$ cat config.mk
export PLATFORM = sky130hd
export DESIGN_NAME = status_word_zero
export DESIGN_NICKNAME = d
export VERILOG_FILES = /design/src/hw/status_word_pkg.sv /design/src/hw/product_scaler.sv /design/src/hw/tally_counter.sv /design/src/hw/status_word_zero.sv
export SDC_FILE = /design/constraint.sdc
export NUM_CORES = 1
export LEC_CHECK = 0
export ABC_CLOCK_PERIOD_IN_PS = 7870
export BUFFER_PORTS_ARGS = -buffer_cell sky130_fd_sc_hd__buf_4
export CAP_MARGIN = 20
export CELL_PAD_IN_SITES_DETAIL_PLACEMENT = 1
export CELL_PAD_IN_SITES_GLOBAL_PLACEMENT = 2
export CORE_UTILIZATION = 33
export DETAILED_ROUTE_END_ITERATION = 8
export PLACE_DENSITY = 0.77
export SYNTH_ARGS = -nofsm -noshare
export SYNTH_HDL_FRONTEND = slang
export SYNTH_SLANG_ARGS = --single-unit
$ cat constraint.sdc
create_clock -name clk_sys_in -period 7.87 [get_ports clk_sys_in]
set_input_delay 0.787 -clock clk_sys_in [delete_from_list [all_inputs] [get_ports clk_sys_in]]
set_output_delay 0.787 -clock clk_sys_in [all_outputs]
set_load 0.05 [all_outputs]
$ cat src/hw/status_word_pkg.sv
/*
 * Constants shared by the status word block: field layout, reset values,
 * register offsets, operation codes and saturation values.
 * Assumes nothing of its surroundings.
 */
package status_word_pkg;
   localparam int SUM_WIDTH   = 32;
   localparam int TALLY_WIDTH = 6;
   localparam int SHIFT_WIDTH = 3;
   localparam int WORD_WIDTH  = 16;
   localparam int ADDR_WIDTH  = 4;

   // Field positions inside status_word_zero
   localparam int TALLY_MSB   = 15;
   localparam int TALLY_LSB   = 10;
   localparam int SHIFT_MSB   = 9;
   localparam int SHIFT_LSB   = 7;
   localparam int OVFLAG_BIT  = 6;
   localparam int SATOVF_BIT  = 1;

   // Reset values
   localparam logic [TALLY_WIDTH-1:0] TALLY_RESET = 6'h00;
   localparam logic [SHIFT_WIDTH-1:0] SHIFT_RESET = 3'h0;
   localparam logic [SUM_WIDTH-1:0]   SUM_RESET   = 32'h0000_0000;

   // Register offsets
   localparam logic [ADDR_WIDTH-1:0] STATUS_OFFSET  = 4'h0;
   localparam logic [ADDR_WIDTH-1:0] SUM_LO_OFFSET  = 4'h1;
   localparam logic [ADDR_WIDTH-1:0] SUM_HI_OFFSET  = 4'h2;
   localparam logic [ADDR_WIDTH-1:0] PROD_LO_OFFSET = 4'h3;
   localparam logic [ADDR_WIDTH-1:0] PROD_HI_OFFSET = 4'h4;
   localparam logic [ADDR_WIDTH-1:0] MODE_OFFSET    = 4'h5;
   localparam logic [ADDR_WIDTH-1:0] SCALED_LO_OFFSET = 4'h6;
   localparam logic [ADDR_WIDTH-1:0] SCALED_HI_OFFSET = 4'h7;

   // Saturation values of the main sum
   localparam logic [SUM_WIDTH-1:0] SAT_POS = 32'h7fff_ffff;
   localparam logic [SUM_WIDTH-1:0] SAT_NEG = 32'h8000_0000;

   // Shift selector codes
   localparam logic [SHIFT_WIDTH-1:0] SEL_LEFT1  = 3'h0;
   localparam logic [SHIFT_WIDTH-1:0] SEL_NONE   = 3'h1;
   localparam logic [SHIFT_WIDTH-1:0] SEL_RIGHT4 = 3'h5;

   // Execute-phase operations
   typedef enum logic [2:0] {
      OP_NONE,
      OP_SIGNED_ADD,
      OP_SIGNED_SUB,
      OP_UNSIGNED_ADD,
      OP_UNSIGNED_SUB,
      OP_COMPARE,
      OP_SATURATE,
      OP_PRODUCT_ADD
   } alu_op_e;
endpackage : status_word_pkg

$ cat src/hw/product_scaler.sv
/*
 * Scales the multiplier result by the product shift selector.
 * Assumes a purely combinational use; no clock.
 */
`timescale 1ns/100ps
`default_nettype none
module product_scaler
   import status_word_pkg::*;
#(
   parameter int WIDTH = status_word_pkg::SUM_WIDTH
) (
   input  wire logic [WIDTH-1:0]                      product_in,
   input  wire logic [status_word_pkg::SHIFT_WIDTH-1:0] select_in,
   input  wire logic                                  alt_addressing_set_in,
   output logic      [WIDTH-1:0]                      scaled_out
);
   wire signed [WIDTH-1:0] prod_s = product_in;
   wire [2:0]              rshift = select_in - 3'h1;
   wire                    left4  = alt_addressing_set_in &&
                                    (select_in == SEL_RIGHT4);

   // Left 1 zero fill, none, arithmetic right 1..6, or left 4 zero fill for SEL_RIGHT4 with alternate addressing set
   assign scaled_out =
        (select_in == SEL_LEFT1) ? {product_in[WIDTH-2:0], 1'b0}
      : left4 ? {product_in[WIDTH-5:0], 4'h0}
      : WIDTH'(prod_s >>> rshift);
endmodule : product_scaler
`default_nettype wire

$ cat src/hw/tally_counter.sv
/*
 * Six-bit wrapping tally with increment, decrement, clear and load.
 * Assumes synchronous active-low reset on the core clock.
 */
`timescale 1ns/100ps
`default_nettype none
module tally_counter
   import status_word_pkg::*;
#(
   parameter int WIDTH = status_word_pkg::TALLY_WIDTH
) (
   input  wire logic             clk_sys_in,
   input  wire logic             resetn_in,
   input  wire logic             inc_in,
   input  wire logic             dec_in,
   input  wire logic             clear_in,
   input  wire logic             load_in,
   input  wire logic [WIDTH-1:0] load_value_in,
   output logic      [WIDTH-1:0] count_out
);
   logic [WIDTH-1:0] count_q;
   logic [WIDTH-1:0] count_d;

   // Load beats clear beats count; wrap is natural modulo arithmetic
   assign count_d = load_in  ? load_value_in
                  : clear_in ? '0
                  : inc_in   ? count_q + 1'b1
                  : dec_in   ? count_q - 1'b1
                  : count_q;

   always_ff @(posedge clk_sys_in) begin
      if (!resetn_in) count_q <= WIDTH'(TALLY_RESET);
      else            count_q <= count_d;
   end

   assign count_out = count_q;
endmodule : tally_counter
`default_nettype wire

$ cat src/hw/status_word_zero.sv
/*
 * Status word zero of a fixed-point core: overflow tally, product shift
 * selector, overflow flag and saturate mode, with the main sum register
 * and the execute-phase update for add, subtract, compare and saturate.
 * Assumes one 250 MHz clock, synchronous active-low reset, and a register
 * port with read data one cycle after the read strobe.
 */
`timescale 1ns/100ps
`default_nettype none
module status_word_zero
   import status_word_pkg::*;
#(
   parameter int SW = status_word_pkg::SUM_WIDTH
) (
   input  wire logic                                  clk_sys_in,
   input  wire logic                                  resetn_in,
   // Register port
   input  wire logic [status_word_pkg::ADDR_WIDTH-1:0] reg_addr_in,
   input  wire logic [status_word_pkg::WORD_WIDTH-1:0] reg_wdata_in,
   input  wire logic                                  reg_write_in,
   input  wire logic                                  reg_read_in,
   output logic      [status_word_pkg::WORD_WIDTH-1:0] reg_rdata_out,
   // Execute-phase operation
   input  wire logic                                  op_valid_in,
   input  wire status_word_pkg::alu_op_e              op_code_in,
   input  wire logic [SW-1:0]                         operand_in,
   input  wire logic [SW-1:0]                         product_in,
   input  wire logic                                  product_load_in,
   // Results
   output logic      [SW-1:0]                         main_sum_out,
   output logic      [SW-1:0]                         scaled_product_out,
   output logic                                       overflow_flag_out,
   output logic      [status_word_pkg::TALLY_WIDTH-1:0] overflow_tally_out
);
   import status_word_pkg::*;

   logic [SW-1:0]          main_sum_q;
   logic [SW-1:0]          main_sum_d;
   logic [SW-1:0]          product_q;
   logic [SHIFT_WIDTH-1:0] product_shift_select_q;
   logic                   overflow_flag_q;
   logic                   overflow_flag_d;
   logic                   saturate_on_overflow_q;
   logic                   alt_addressing_set_q;
   logic [WORD_WIDTH-1:0]  rdata_q;
   logic [SW-1:0]          scaled_q;
   logic [TALLY_WIDTH-1:0] tally_q;

   wire [SW-1:0] scaled_w;

   // Product scaling toward ALU and memory
   product_scaler #(.WIDTH(SW)) u_scaler (
      .product_in            (product_q),
      .select_in             (product_shift_select_q),
      .alt_addressing_set_in (alt_addressing_set_q),
      .scaled_out            (scaled_w)
   );

   // Register port decode
   wire wr_status = reg_write_in && (reg_addr_in == STATUS_OFFSET);
   wire wr_sum_lo = reg_write_in && (reg_addr_in == SUM_LO_OFFSET);
   wire wr_sum_hi = reg_write_in && (reg_addr_in == SUM_HI_OFFSET);
   wire wr_prd_lo = reg_write_in && (reg_addr_in == PROD_LO_OFFSET);
   wire wr_prd_hi = reg_write_in && (reg_addr_in == PROD_HI_OFFSET);
   wire wr_mode   = reg_write_in && (reg_addr_in == MODE_OFFSET);

   // Operation classes
   wire do_op     = op_valid_in;
   wire is_sadd   = do_op && (op_code_in == OP_SIGNED_ADD);
   wire is_padd   = do_op && (op_code_in == OP_PRODUCT_ADD);
   wire is_ssub   = do_op && (op_code_in == OP_SIGNED_SUB);
   wire is_uadd   = do_op && (op_code_in == OP_UNSIGNED_ADD);
   wire is_usub   = do_op && (op_code_in == OP_UNSIGNED_SUB);
   wire is_sat    = do_op && (op_code_in == OP_SATURATE);
   wire is_add    = is_sadd || is_padd || is_uadd;
   wire is_sub    = is_ssub || is_usub;
   wire is_signed = is_sadd || is_padd || is_ssub;

   // Product adds use the scaled product as the addend
   wire [SW-1:0] addend = is_padd ? scaled_w : operand_in;

   // Add and subtract with carry out
   wire [SW:0] add_full = {1'b0, main_sum_q} + {1'b0, addend};
   wire [SW:0] sub_full = {1'b0, main_sum_q} - {1'b0, addend};
   wire [SW-1:0] add_res = add_full[SW-1:0];
   wire [SW-1:0] sub_res = sub_full[SW-1:0];

   // Signed overflow outside the 32-bit signed range
   wire add_pos_ovf = !main_sum_q[SW-1] && !addend[SW-1] && add_res[SW-1];
   wire add_neg_ovf = main_sum_q[SW-1] && addend[SW-1] && !add_res[SW-1];
   wire sub_pos_ovf = !main_sum_q[SW-1] && addend[SW-1] && sub_res[SW-1];
   wire sub_neg_ovf = main_sum_q[SW-1] && !addend[SW-1] && !sub_res[SW-1];
   wire pos_ovf = (is_add && add_pos_ovf) || (is_sub && sub_pos_ovf);
   wire neg_ovf = (is_add && add_neg_ovf) || (is_sub && sub_neg_ovf);
   wire any_ovf = pos_ovf || neg_ovf;

   wire carry  = is_uadd && add_full[SW];
   wire borrow = is_usub && sub_full[SW];
   wire sat_mode = saturate_on_overflow_q;

   // Tally stepping: signed counts only without saturation
   wire signed_inc = is_signed && !sat_mode && pos_ovf;
   wire signed_dec = is_signed && !sat_mode && neg_ovf;
   wire tally_inc  = signed_inc || carry;
   wire tally_dec  = (signed_dec || borrow) && !tally_inc;
   wire tally_zero = (tally_q == '0);
   wire tally_neg  = tally_q[TALLY_WIDTH-1];
   wire sat_clear  = is_sat && !tally_zero;

   // Main sum next value
   assign main_sum_d =
        (wr_sum_lo) ? {main_sum_q[SW-1:WORD_WIDTH], reg_wdata_in}
      : (wr_sum_hi) ? {reg_wdata_in, main_sum_q[WORD_WIDTH-1:0]}
      : (sat_clear) ? (tally_neg ? SAT_NEG : SAT_POS)
      : (any_ovf && sat_mode && (is_sadd || is_padd || is_ssub))
                    ? (pos_ovf ? SAT_POS : SAT_NEG)
      : (is_add)    ? add_res
      : (is_sub)    ? sub_res
      : main_sum_q;                        // compare leaves all

   // Overflow flag sets and latches; status write overrides
   assign overflow_flag_d = wr_status ? reg_wdata_in[OVFLAG_BIT]
                          : (any_ovf || (is_sat && !tally_zero))
                                     ? 1'b1 : overflow_flag_q;

   // Tally as its own counter; software write loads bits 15..10
   tally_counter #(.WIDTH(TALLY_WIDTH)) u_tally (
      .clk_sys_in    (clk_sys_in),
      .resetn_in     (resetn_in),
      .inc_in        (tally_inc),
      .dec_in        (tally_dec),
      .clear_in      (sat_clear),
      .load_in       (wr_status),
      .load_value_in (reg_wdata_in[TALLY_MSB:TALLY_LSB]),
      .count_out     (tally_q)
   );

   // Execute-phase update of sum and flag
   always_ff @(posedge clk_sys_in) begin
      if (!resetn_in) begin
         main_sum_q      <= SUM_RESET;
         overflow_flag_q <= 1'b0;
      end else begin
         main_sum_q      <= main_sum_d;
         overflow_flag_q <= overflow_flag_d;
      end
   end

   // Product register, loaded by multiplier or software
   always_ff @(posedge clk_sys_in) begin
      if (!resetn_in)           product_q <= SUM_RESET;
      else if (product_load_in) product_q <= product_in;
      else if (wr_prd_lo)
         product_q <= {product_q[SW-1:WORD_WIDTH], reg_wdata_in};
      else if (wr_prd_hi)
         product_q <= {reg_wdata_in, product_q[WORD_WIDTH-1:0]};
   end

   // Control fields of the status word and mode register
   always_ff @(posedge clk_sys_in) begin
      if (!resetn_in) begin
         product_shift_select_q <= SHIFT_RESET;
         saturate_on_overflow_q <= 1'b0;
         alt_addressing_set_q   <= 1'b0;
      end else begin
         if (wr_status) begin
            product_shift_select_q <= reg_wdata_in[SHIFT_MSB:SHIFT_LSB];
            saturate_on_overflow_q <= reg_wdata_in[SATOVF_BIT];
         end
         if (wr_mode) alt_addressing_set_q <= reg_wdata_in[0];
      end
   end

   // Read mux
   wire [WORD_WIDTH-1:0] status_word = {tally_q, product_shift_select_q,
      overflow_flag_q, 4'h0, saturate_on_overflow_q, 1'b0};
   wire [WORD_WIDTH-1:0] rd_mux =
        (reg_addr_in == STATUS_OFFSET)    ? status_word
      : (reg_addr_in == SUM_LO_OFFSET)    ? main_sum_q[WORD_WIDTH-1:0]
      : (reg_addr_in == SUM_HI_OFFSET)    ? main_sum_q[SW-1:WORD_WIDTH]
      : (reg_addr_in == PROD_LO_OFFSET)   ? product_q[WORD_WIDTH-1:0]
      : (reg_addr_in == PROD_HI_OFFSET)   ? product_q[SW-1:WORD_WIDTH]
      : (reg_addr_in == MODE_OFFSET)      ? {15'h0000, alt_addressing_set_q}
      : (reg_addr_in == SCALED_LO_OFFSET) ? scaled_w[WORD_WIDTH-1:0]
      : (reg_addr_in == SCALED_HI_OFFSET) ? scaled_w[SW-1:WORD_WIDTH]
      : 16'h0000;

   // Read data one cycle after strobe; registered scaled product
   always_ff @(posedge clk_sys_in) begin
      if (!resetn_in) begin
         rdata_q  <= 16'h0000;
         scaled_q <= SUM_RESET;
      end else begin
         rdata_q  <= reg_read_in ? rd_mux : 16'h0000;
         scaled_q <= scaled_w;
      end
   end

   assign reg_rdata_out      = rdata_q;
   assign main_sum_out       = main_sum_q;
   assign scaled_product_out = scaled_q;
   assign overflow_flag_out  = overflow_flag_q;
   assign overflow_tally_out = tally_q;

   // Assertions
   tally_wrap_a: assert property (@(posedge clk_sys_in) disable iff (!resetn_in)
      (tally_inc && !wr_status && !sat_clear && tally_q == 6'h1f)
      |=> tally_q == 6'h20) else $error("tally did not wrap up");
   tally_dec_a: assert property (@(posedge clk_sys_in) disable iff (!resetn_in)
      (tally_dec && !wr_status && !sat_clear)
      |=> tally_q == $past(tally_q) - 6'h01) else $error("no decrement");
   sat_hold_a: assert property (@(posedge clk_sys_in) disable iff (!resetn_in)
      (sat_mode && any_ovf && !is_uadd && !is_usub && !wr_status)
      |=> $stable(tally_q)) else $error("tally moved in saturation");
   sat_value_a: assert property (@(posedge clk_sys_in) disable iff (!resetn_in)
      (sat_mode && pos_ovf && is_sadd && !wr_sum_lo && !wr_sum_hi)
      |=> main_sum_q == SAT_POS) else $error("no positive saturation");
   signed_inc_a: assert property (@(posedge clk_sys_in) disable iff (!resetn_in)
      (!sat_mode && is_sadd && pos_ovf && !wr_status)
      |=> tally_q == $past(tally_q) + 6'h01 && overflow_flag_q)
      else $error("signed overflow not counted");
   satop_zero_a: assert property (@(posedge clk_sys_in) disable iff (!resetn_in)
      (is_sat && tally_zero && !reg_write_in) |=> $stable(main_sum_q))
      else $error("saturate op changed sum");
   satop_clear_a: assert property (@(posedge clk_sys_in) disable iff (!resetn_in)
      (is_sat && !tally_zero && !wr_status) |=> tally_q == 6'h00)
      else $error("saturate op left tally");
   compare_a: assert property (@(posedge clk_sys_in) disable iff (!resetn_in)
      (do_op && op_code_in == OP_COMPARE && !reg_write_in)
      |=> $stable(tally_q) && $stable(main_sum_q)) else $error("compare moved");
   flag_latch_a: assert property (@(posedge clk_sys_in) disable iff (!resetn_in)
      overflow_flag_q && !wr_status |=> overflow_flag_q)
      else $error("flag dropped");
   reset_zero_a: assert property (@(posedge clk_sys_in)
      !resetn_in |=> tally_q == 6'h00 && product_shift_select_q == 3'h0)
      else $error("reset value wrong");
   scale_left_a: assert property (@(posedge clk_sys_in) disable iff (!resetn_in)
      product_shift_select_q == SEL_LEFT1 |=> scaled_q == {$past(product_q[SW-2:0]), 1'b0})
      else $error("left shift wrong");
   rdata_a: assert property (@(posedge clk_sys_in) disable iff (!resetn_in)
      !reg_read_in |=> reg_rdata_out == 16'h0000) else $error("stray read data");

   carry_inc_a: assert property (@(posedge clk_sys_in)
      disable iff (!resetn_in) carry && !wr_status
      |=> tally_q == $past(tally_q) + 6'h01) else $error("carry lost");
   signed_dec_a: assert property (@(posedge clk_sys_in)
      disable iff (!resetn_in)
      !sat_mode && is_signed && neg_ovf && !wr_status
      |=> tally_q == $past(tally_q) - 6'h01) else $error("no signed dec");
   wrap_down_a: assert property (@(posedge clk_sys_in)
      disable iff (!resetn_in)
      tally_dec && !wr_status && !sat_clear && tally_q == 6'h20
      |=> tally_q == 6'h1f) else $error("tally did not wrap down");
   sat_neg_a: assert property (@(posedge clk_sys_in)
      disable iff (!resetn_in)
      sat_mode && neg_ovf && is_signed && !wr_sum_lo && !wr_sum_hi
      |=> main_sum_q == SAT_NEG) else $error("no negative saturation");
   flag_set_a: assert property (@(posedge clk_sys_in)
      disable iff (!resetn_in) any_ovf && !wr_status
      |=> overflow_flag_q) else $error("flag not set");
   scale_none_a: assert property (@(posedge clk_sys_in)
      disable iff (!resetn_in) product_shift_select_q == SEL_NONE
      |=> scaled_q == $past(product_q)) else $error("no-shift wrong");
   scale_left4_a: assert property (@(posedge clk_sys_in)
      disable iff (!resetn_in)
      alt_addressing_set_q && product_shift_select_q == SEL_RIGHT4
      |=> scaled_q == {$past(product_q[SW-5:0]), 4'h0})
      else $error("left four wrong");
   sel_write_a: assert property (@(posedge clk_sys_in)
      disable iff (!resetn_in) wr_status |=> product_shift_select_q ==
      $past(reg_wdata_in[SHIFT_MSB:SHIFT_LSB]))
      else $error("selector write lost");

   wrap_c:  cover property (@(posedge clk_sys_in) tally_q == 6'h1f ##1 tally_q == 6'h20);
   negadd_c: cover property (@(posedge clk_sys_in) is_sadd && neg_ovf);
   satop_c: cover property (@(posedge clk_sys_in) sat_clear && tally_neg);
   carry_c: cover property (@(posedge clk_sys_in) carry);
   left4_c: cover property (@(posedge clk_sys_in)
      alt_addressing_set_q && product_shift_select_q == SEL_RIGHT4);
endmodule : status_word_zero
`default_nettype wire

==> metrics.md, run 1 <==
| Metric | Value |
|---|---|
| Setup CP Type | `reg2reg` |
| Status | `finished clean` |
| Vias per std cell | `5.809` |
| Starting Density | `33.80%` |
| Actual slew at the worst max-slew pin | `0.9893 ns` |
| Setup WS pre-CTS | `0.5906 ns` |
| Fin crit period | `7.333 ns` |
| DR pass1 iterations | `6` |
| DRC | `0` |
| Antenna fix cells | `0` |
| Max cap viols | `0` |
| Gr busiest metal | `met2` |
| Synth unique cells | `89` |
| Final setup vio count | `0` |
| Hold Buf Count CTS | `0` |
| FP Rows | `67` |
| Syn_nets | `1732` |
| I/O Buffers | `179` |
| Endpoints failing hold | `0` |
| Fraction of layout cells with a size suffix above 1 | `17.01%` |
| Post-CTS Setup Bufs | `0` |
| Slew Limit Fails | `0` |
| Slowest cell on crit path | `o41ai_4` |
| Initial antenna violation count | `0` |
| Critical Path Start Type | `flip-flop` |
| Hold_sp | `product_shift_select_q[1]$_SDFFE_PN0P_` |
| Crit Reg-Reg Startpoint | `product_shift_select_q[0]$_SDFFE_PN0P_` |
| Beginning of the critical path | `product_shift_select_q[0]$_SDFFE_PN0P_` |
| Syn Area/Cell | `7.362 um2` |
| Final ANT Viol Nets | `0` |
| Grt met3 use | `4.638%` |
| Vias | `12440` |
| CTS root buffer | `clkbuf_16` |
| Met2 Track Usage GR | `46.14%` |
| Sequential area share after synthesis | `21.69%` |
| Iteration-0 DRC Markers | `1178` |
| Worst skew pair latency | `0.45 ns` |
| GRT overflow | `0` |
| Max VDD drop | `0.1539 mV` |
| Syn Inst Count | `1555` |
| TritonCTS clock tree | `done` |
| Setup tns final | `0 ns` |
| Largest net degree at the start of global routing | `65` |
| Final Skew | `0.01443 ns` |
| CTS buffer count | `17` |
| Tcrit/Tclk final | `93.18%` |
| Highest Clock Rate | `0.1364 GHz` |
| WP data arrival | `7.71 ns` |
| Die span in x | `188.3 um` |
| Clock transition at path regs | `0.07 ns` |
| Final nets | `1857` |
| Clk buf depth | `2` |
| Async SR Flop Fraction | `0%` |
| Buf/Inv on CP | `4` |
| FF+latch count, synth | `124` |
| Final worst setup slack | `0.5371 ns` |
| Commonest non-fill, non-tap cells in the layout | `buf_4 (212), nand2_1 (205), a21oi_1 (169)` |
| # IOs | `180` |
| Critical Path Fanout Max | `27` |
| Primary flip-flop cell chosen by synthesis mapping | `dfxtp_1` |
| Per-cell routed wire length | `25.57 um` |
| Leak | `6.255 nW` |
| Number of fillers in the final layout | `4275` |
| Unrepaired setup endpoints after global routing | `no` |
| Core Footprint | `33870 um2` |
| GRT Resource Usage Total | `30.50%` |
| Power per standard cell area | `191.4 nW/um2` |
| WL final | `54740 um` |
| Area delta synth->final | `20.85%` |
| Global-route wire length before repair | `80190 um` |
| Slew HR | `33.91%` |
| CP endpoint kind | `flip-flop` |
| Met1 Resource Use GR | `43.67%` |
| HPWL Detailed | `42870 um` |
| Synth Cell Area | `11450 um2` |
| Most common cell after layout, fill and taps aside | `buf_4` |
| Post_cts resized | `0` |
| Clk sinks | `124` |
| HP Class | `reg2reg` |
| CP Data Required Time | `8.24 ns` |
| Vias in the first global route | `12200` |
| Htree depth | `4` |
| DIE HEIGHT | `188.3 um` |
| Crit path max-delay family | `compound AO/OA/AOI/OAI gates` |
| Warnings from Yosys | `0` |
| Post-synth EDFFs | `0` |
| Die Footprint | `35440 um2` |
| Final GP Congestion | `0.9540` |
| Slowest stage delay, CP | `0.44 ns` |
## path summary, 6_finish.rpt
check / depth (start not counted) / slack (ns) / end
hold / removal: 2 / 0.50 / product_shift_select_q[1]$_SDFFE_PN0P_
setup / recovery: 31 / 0.54 / u_tally.count_out[5]$_SDFFE_PN0P_
hold reg to reg: 2 / 0.50 / product_shift_select_q[1]$_SDFFE_PN0P_
setup reg to reg: 31 / 0.54 / u_tally.count_out[5]$_SDFFE_PN0P_
## worst min-delay path, stage by stage, from the launching register on
cell,delay (ns)
dfxtp_1,0.32
nand2_1,0.05
a21boi_0,0.07
## synth_stat cells (32+ instances only)
master / instances / area, um2
o21ai_0: 145 / 725.7
xnor2_1: 32 / 280.3
a21oi_1: 169 / 845.8
nand2_1: 205 / 769.5
dfxtp_1: 124 / 2482
nor2_1: 99 / 371.6
clkbuf_1: 81 / 304.0
inv_1: 69 / 259.0
ha_1: 81 / 1013
a22oi_1: 34 / 255.2
nor2b_1: 37 / 231.5
mux2i_1: 76 / 760.7
and2_1: 51 / 319.1
## through the flow
| stage | cell area [um2] | total power, mW | std cells | hold slack (ns) | util, % |
|---|---|---|---|---|---|
| after CTS | 13830 | 2.645 | 2141 | 0.4916 | 40.84 |
| final | 13830 | 2.649 | 2141 | 0.5005 | 40.85 |
| after global routing | 13830 | 2.765 | 2141 | 0.5299 | 40.85 |
| after global placement | 13190 | 1.781 | 2107 | 0.4690 | 38.95 |
| after floorplan | 11450 | 1.420 | 1555 | 0.4559 | - |
| after detailed placement | 13210 | 1.784 | 2109 | 0.4830 | 38.99 |
## power breakdown
part	switching, mW	internal, mW	leakage (nW)	total (mW)
combinational	0.646	0.374	4.93	1.02
sequential	0.0963	0.671	1.02	0.767
clock	0.351	0.511	0.305	0.861
total	1.09	1.56	6.26	2.65
## metal layers
metal	vias up	part of all wire [%]	routed length, um
li1	5783	-	-
met1	6131	47	25980
met2	446	43	23650
met3	76	6.3	3424
met4	0	3.1	1691
met5	-	0	0
## area by class of cell
cell class                      instances  area [um2]  area share [%]
Multi-Input combinational cell       1254        8290           59.93
Clock inverter                         15       201.4           1.456
Tap cell                              448       560.5           4.052
Timing Repair Buffer                  213        1612           11.65
Sequential cell                       124        2482           17.94
Inverter                               70       262.8           1.899
Clock buffer                           17       425.4           3.075
## state kept, by name (all words and copies together) (netlist names), 3 cells and up
| name | cells |
|---|---|
| product_q | 32 |
| reg_rdata_out | 16 |
| scaled_product_out | 32 |
| u_tally.count_out | 6 |
| main_sum_out | 32 |
| product_shift_select_q | 3 |
## logic make-up after synthesis
| kind of cell | after synthesis | share of synthesized area (%) |
|---|---|---|
| DFF | 124 | 21.69 |
| AOI/OAI and AO/OA | 552 | 30.25 |
| xor gates and xnor gates | 44 | 3.366 |
| muxes | 96 | 9.597 |
| and+or+nand+nor | 478 | 19.61 |
| buffers and inverters | 177 | 6.110 |
| adders and majority gates | 84 | 9.378 |
Note: power is estimated with default switching activity, not from simulation.
==> inputs of run 2 (changes only) <==
BUFFER_PORTS_ARGS = not set   (was -buffer_cell sky130_fd_sc_hd__buf_4)
CORE_UTILIZATION = 37   (was 33)
DONT_BUFFER_PORTS = 1   (was not set)
==> run 2 against run 1 <==
Compared with the run above:
- critical path depth unchanged
- wire length decreased by 4.3%
- cell count decreased by 11%
- non-clock buffer count decreased by 187
- power decreased by 5.9%
- first-iteration DRC count decreased by 24%
- worst hold slack got worse by 0.012 ns
- critical endpoint unchanged
- largest power group is now registers
- highest routed layer is now met5
==> metrics.md, run 2 (same netlist as run 1, synthesis figures left out) <==
| Metric | Value |
|---|---|
| Crit path top cell by count | `a21oi_1` |
| Setup tns final | `0 ns (unchanged)` |
| Most common cell after layout, fill and taps aside | `nand2_1 (was buf_4)` |
| Post-CTS Setup Bufs | `0 (unchanged)` |
| Final instance area | `12380 um2 (was 13830 um2)` |
| I/O Buffers | `0 (was 179)` |
| Post-Place Cell Area | `11740 um2 (was 13210 um2)` |
| Tcrit/Tclk final | `91.98% (was 93.18%)` |
| DR pass1 iterations | `5 (was 6)` |
| Actual slew at the worst max-slew pin | `1.023 ns (was 0.9893 ns)` |
| FF-to-FF End | `u_tally.count_out[5]$_SDFFE_PN0P_ (unchanged)` |
| Final Power | `2.492 mW (was 2.649 mW)` |
| Iteration-0 DRC Markers | `896 (was 1178)` |
| Setup CP Type | `reg2reg (unchanged)` |
| Total instance count after detailed placement | `1870 (was 2109)` |
| Hold Crit Endpoint | `product_shift_select_q[1]$_SDFFE_PN0P_ (unchanged)` |
| Slowest cell on crit path | `ha_2 (was o41ai_4)` |
| GRT overflow | `0 (unchanged)` |
| Hold_sp | `product_shift_select_q[1]$_SDFFE_PN0P_ (unchanged)` |
| R2R Setup Slk | `0.63 ns (was 0.54 ns)` |
| Unrepaired setup endpoints after global routing | `no (unchanged)` |
| Htree depth | `4 (unchanged)` |
| Commonest non-fill, non-tap cells in the layout | `nand2_1 (205), a21oi_1 (167), o21ai_0 (145) (was buf_4 (212), nand2_1 (205), a21oi_1 (169))` |
| CP endpoint kind | `flip-flop (unchanged)` |
| Hold slack final | `0.4884 ns (was 0.5005 ns)` |
| Vias | `11680 (was 12440)` |
| Reg2Reg Depth | `31 (unchanged)` |
| Max VDD drop | `0.1376 mV (was 0.1539 mV)` |
| HP Class | `reg2reg (unchanged)` |
| # IOs | `180 (unchanged)` |
| TritonCTS clock tree | `done (unchanged)` |
| Highest Clock Rate | `0.1381 GHz (was 0.1364 GHz)` |
| Status | `finished clean (unchanged)` |
| HPWL Detailed | `39820 um (was 42870 um)` |
| WL final | `52410 um (was 54740 um)` |
| Largest net degree at the start of global routing | `110 (was 65)` |
| CTS root buffer | `clkbuf_16 (unchanged)` |
| CTS buffer count | `17 (unchanged)` |
| Die Footprint | `31650 um2 (was 35440 um2)` |
| Crit Reg-Reg Startpoint | `product_shift_select_q[1]$_SDFFE_PN0P_ (was product_shift_select_q[0]$_SDFFE_PN0P_)` |
| GRT Resource Usage Total | `33.01% (was 30.50%)` |
| Post_cts resized | `0 (unchanged)` |
| FP Rows | `64 (was 67)` |
| Vias in the first global route | `11480 (was 12200)` |
| WP data arrival | `7.60 ns (was 7.71 ns)` |
| Final GP Congestion | `0.9101 (was 0.9540)` |
| Starting Density | `37.52% (was 33.80%)` |
| Fin crit period | `7.239 ns (was 7.333 ns)` |
| Clk buf depth | `2 (unchanged)` |
| Die span in x | `177.9 um (was 188.3 um)` |
| Final cell count without fillers | `1905 (was 2141)` |
| Slowest stage delay, CP | `0.57 ns (was 0.44 ns)` |
| DIE HEIGHT | `177.9 um (was 188.3 um)` |
| Clock transition at path regs | `0.06 ns (was 0.07 ns)` |
| Final Skew | `0.009367 ns (was 0.01443 ns)` |
| Leak | `5.300 nW (was 6.255 nW)` |
| Fraction of layout cells with a size suffix above 1 | `6.707% (was 17.01%)` |
| Final ANT Viol Nets | `0 (unchanged)` |
| Final setup vio count | `0 (unchanged)` |
| CP Data Required Time | `8.23 ns (was 8.24 ns)` |
| Hold Buf Count CTS | `0 (unchanged)` |
| Slew Limit Fails | `0 (unchanged)` |
| Worst hold path cell count | `2 (unchanged)` |
| Area delta synth->final | `8.121% (was 20.85%)` |
| Core Footprint | `30510 um2 (was 33870 um2)` |
| Critical Path Start Type | `flip-flop (unchanged)` |
| Per-cell routed wire length | `27.51 um (was 25.57 um)` |
| Vias per std cell | `6.129 (was 5.809)` |
| Global-route wire length before repair | `76020 um (was 80190 um)` |
| Max cap viols | `0 (unchanged)` |
| Endpoints failing hold | `0 (unchanged)` |
| Clk sinks | `124 (unchanged)` |
| Final nets | `1670 (was 1857)` |
| Power per standard cell area | `201.3 nW/um2 (was 191.4 nW/um2)` |
| Worst skew pair latency | `0.43 ns (was 0.45 ns)` |
| DRC | `0 (unchanged)` |
| Slew HR | `31.53% (was 33.91%)` |
| Initial antenna violation count | `4 (was 0)` |
| Critical Path Fanout Max | `15 (was 27)` |
==> run 2: cell count changes in the layout (fill, tap and decap cells not counted), sizes merged <==
cell      change
buf         -187
bufinv        +1
clkbuf        +4
clkinv        +1
clkinvlp      +2
diode         +3
inv           -8
==> run 2: power by group <==
part	switching, mW	internal (mW)	leakage, nW
sequential	0.215	0.671	1.02
combinational	0.447	0.303	3.98
clock	0.311	0.545	0.299
==> run 2: layout make-up <==
type,count,area [um2]
Inverter,70,262.8
Multi-Input combinational cell,1254,8307
Fill cell,3780,18130
Timing Repair Buffer,26,195.2
Sequential cell,124,2482
Clock buffer,21,460.4
Clock inverter,11,166.4
Antenna cell,3,7.507
Tap cell,396,495.5
==> run 2: how the worst max path moves through the flow <==
stage | start | endpoint | slack, ns
floorplan | product_shift_select_q[0]$_SDFFE_PN0P_ | u_tally.count_out[5]$_SDFFE_PN0P_ | 0.98
global placement | product_shift_select_q[1]$_SDFFE_PN0P_ | u_tally.count_out[5]$_SDFFE_PN0P_ | 0.39
detailed placement | product_shift_select_q[1]$_SDFFE_PN0P_ | u_tally.count_out[5]$_SDFFE_PN0P_ | 0.28
CTS | product_shift_select_q[1]$_SDFFE_PN0P_ | u_tally.count_out[5]$_SDFFE_PN0P_ | 0.23
global route | product_shift_select_q[1]$_SDFFE_PN0P_ | u_tally.count_out[5]$_SDFFE_PN0P_ | 0.12
finish | product_shift_select_q[1]$_SDFFE_PN0P_ | u_tally.count_out[5]$_SDFFE_PN0P_ | 0.63
==> run 2: per-stage QoR <==
stage               worst slack (ns)  utilization, %
finish                        0.6310           40.57
CTS                           0.2347           40.52
floorplan                     0.9818               -
detailed placement            0.2754           38.47
global placement              0.3896           38.47
global route                  0.1221           40.57
==> run 2: critical path, delay by kind of cell, from the launching register on <==
family / cells / cell delay [ns]
compound gates: 13 / 2.61
xor+xnor: 2 / 0.39
fa+ha+maj: 3 / 1.26
flops: 1 / 0.35
simple gates: 10 / 1.74
buf+inv: 2 / 0.41
mux: 1 / 0.38
==> run 2: layer usage <==
metal / track usage [%] / vias to the layer above / share of wire [%]
li1: - / 5417 / -
met1: 41.52 / 5775 / 43
met3: 5.013 / 103 / 5.5
met2: 53.63 / 378 / 46
met5: 0 / - / 0.023
met4: 18.41 / 2 / 5.2
==> inputs of run 3 (changes only) <==
CORE_UTILIZATION = 35   (was 37)
PLACE_DENSITY = 0.73   (was 0.77)
==> run 3 against run 2 <==
Compared with the run above:
- wire length is 4.4% higher
- register-to-register slack got worse by 0.19 ns
- via count is 1.5% higher
- sequential share of layout area shrank 0.077 points
- critical path depth is 1 lower
- non-clock buffer count is 5 higher
- clock skew rose by 0.0044 ns
- die area is 5.6% higher
- sequential power decreased by 0.6%
- clock power down 3.2%
==> metrics.md, run 3 (same netlist as run 1, synthesis figures left out) <==
| Metric | Value |
|---|---|
| Setup WS pre-CTS | `0.4885 ns (was 0.2754 ns)` |
| TritonCTS clock tree | `done (unchanged)` |
| DIE HEIGHT | `182.9 um (was 177.9 um)` |
| Final GP Congestion | `0.9624 (was 0.9101)` |
| Unrepaired setup endpoints after global routing | `no (unchanged)` |
| Die Footprint | `33430 um2 (was 31650 um2)` |
| Vias in the first global route | `11660 (was 11480)` |
| Highest Clock Rate | `0.1346 GHz (was 0.1381 GHz)` |
| Buf/Inv on CP | `2 (unchanged)` |
| I/O Buffers | `0 (unchanged)` |
| GRT overflow | `0 (unchanged)` |
| Setup CP Type | `reg2reg (unchanged)` |
| Slowest cell on crit path | `o21ai_0 (was ha_2)` |
| Starting Density | `35.91% (was 37.52%)` |
| Final Skew | `0.01377 ns (was 0.009367 ns)` |
| Status | `finished clean (unchanged)` |
| CTS root buffer | `clkbuf_16 (unchanged)` |
| Tcrit/Tclk final | `94.41% (was 91.98%)` |
| Final cell count without fillers | `1946 (was 1905)` |
| Area delta synth->final | `8.536% (was 8.121%)` |
| Total instance count after detailed placement | `1914 (was 1870)` |
| Initial antenna violation count | `0 (was 4)` |
| Final setup vio count | `0 (unchanged)` |
| WP data arrival | `7.80 ns (was 7.60 ns)` |
| Post-CTS Setup Bufs | `0 (unchanged)` |
| Vias per std cell | `6.089 (was 6.129)` |
| Core Footprint | `31880 um2 (was 30510 um2)` |
| HPWL Detailed | `41970 um (was 39820 um)` |
| Final Power | `2.497 mW (was 2.492 mW)` |
| Critical Path Start Type | `flip-flop (unchanged)` |
| Per-cell routed wire length | `28.12 um (was 27.51 um)` |
| Fraction of layout cells with a size suffix above 1 | `7.081% (was 6.707%)` |
| Fin crit period | `7.430 ns (was 7.239 ns)` |
| DRC | `0 (unchanged)` |
| FP Rows | `65 (was 64)` |
| # IOs | `180 (unchanged)` |
| CP endpoint kind | `flip-flop (unchanged)` |
| GRT Resource Usage Total | `32.47% (was 33.01%)` |
| Slowest stage delay, CP | `0.74 ns (was 0.57 ns)` |
| Commonest non-fill, non-tap cells in the layout | `nand2_1 (205), a21oi_1 (169), o21ai_0 (145) (was nand2_1 (205), a21oi_1 (167), o21ai_0 (145))` |
| CTS buffer count | `17 (unchanged)` |
| Max cap viols | `0 (unchanged)` |
| HP Class | `in2reg (was reg2reg)` |
| Setup tns final | `0 ns (unchanged)` |
| Final ANT Viol Nets | `0 (unchanged)` |
| Antenna fix cells | `0 (was 3)` |
| Met1 Resource Use GR | `45.10% (was 41.52%)` |
| Most common cell after layout, fill and taps aside | `nand2_1 (unchanged)` |
| Power per standard cell area | `201.0 nW/um2 (was 201.3 nW/um2)` |
| Final worst setup slack | `0.4400 ns (was 0.6310 ns)` |
| Leak | `5.316 nW (was 5.300 nW)` |
| Clk buf depth | `2 (unchanged)` |
| Number of fillers in the final layout | `4012 (was 3780)` |
| Endpoints failing hold | `0 (unchanged)` |
| Iteration-0 DRC Markers | `1071 (was 896)` |
| Vias | `11850 (was 11680)` |
| Final design utilization | `38.97% (was 40.57%)` |
| Actual slew at the worst max-slew pin | `1.116 ns (was 1.023 ns)` |
| Final nets | `1675 (was 1670)` |
| Clock transition at path regs | `0.06 ns (about the same)` |
| Worst skew pair latency | `0.44 ns (was 0.43 ns)` |
| WL final | `54730 um (was 52410 um)` |
| Met2 Track Usage GR | `50.87% (was 53.63%)` |
| Largest net degree at the start of global routing | `110 (unchanged)` |
| Die span in x | `182.9 um (was 177.9 um)` |
| CP Data Required Time | `8.24 ns (was 8.23 ns)` |
| Grt met3 use | `6.394% (was 5.013%)` |
| Hold Buf Count CTS | `0 (unchanged)` |
| Clk sinks | `124 (unchanged)` |
| Htree depth | `4 (unchanged)` |
| Crit path top cell by count | `a21oi_1 (unchanged)` |
| Slew HR | `25.42% (was 31.53%)` |
| Max VDD drop | `0.1482 mV (was 0.1376 mV)` |
| Crit path max-delay family | `compound AO/OA/AOI/OAI gates (unchanged)` |
| Critical Path Fanout Max | `15 (unchanged)` |
| Gr busiest metal | `met2 (unchanged)` |
| Slew Limit Fails | `0 (unchanged)` |
| Post_cts resized | `0 (unchanged)` |
| Global-route wire length before repair | `80170 um (was 76020 um)` |
| DR pass1 iterations | `5 (unchanged)` |
-- run 3: final cells by class --
class	count	area (um2)	share of cell area, %
Clock buffer	18	439.2	3.535
Sequential cell	124	2482	19.98
Inverter	70	262.8	2.115
Tap cell	435	544.3	4.381
Clock inverter	14	160.2	1.289
Multi-Input combinational cell	1254	8303	66.83
Timing Repair Buffer	31	232.7	1.873
-- run 3: worst register-to-register path, delay by kind of cell, from the launching register on --
kind	cells	cell delay, ns
multiplexers	1	0.33
AO/OA/AOI/OAI	13	2.95
AND/OR/NAND/NOR	8	1.45
XOR/XNOR	3	0.98
buffers and inverters	2	0.26
adder cells (fa/ha/maj)	3	1.09
flip-flops	1	0.33
-- run 3: layer usage --
metal / share of wire [%] / routed length, um / up-vias
met4: 2.6 / 1399 / 0
met2: 44 / 24140 / 417
met5: 0 / 0 / -
met3: 7.0 / 3830 / 69
li1: - / - / 5424
met1: 46 / 25360 / 5939
-- run 3: path summary, 6_finish.rpt --
kind                                               start                                      to  slack (ns)  cells after the start
setup / recovery  product_shift_select_q[0]$_SDFFE_PN0P_       u_tally.count_out[5]$_SDFFE_PN0P_        0.44                     30
hold / removal                                 resetn_in       scaled_product_out[19]$_SDFF_PN0_        0.48                      1
setup reg to reg  product_shift_select_q[0]$_SDFFE_PN0P_       u_tally.count_out[5]$_SDFFE_PN0P_        0.44                     30
hold reg to reg   product_shift_select_q[1]$_SDFFE_PN0P_  product_shift_select_q[1]$_SDFFE_PN0P_        0.49                      2
-- run 3: metrics by stage --
| step | hold slack (ns) | instance area (um2) |
|---|---|---|
| after floorplan | 0.4559 | 11450 |
| after global placement | 0.4700 | 11820 |
| after detailed placement | 0.4838 | 11820 |
| after CTS | 0.4744 | 12420 |
| after global routing | 0.4891 | 12420 |
| final | 0.4772 | 12420 |
-- run 3: power by group --
part | switching, mW | internal [mW]
clock network | 0.348 | 0.481
logic | 0.480 | 0.306
registers | 0.210 | 0.671
total | 1.04 | 1.46
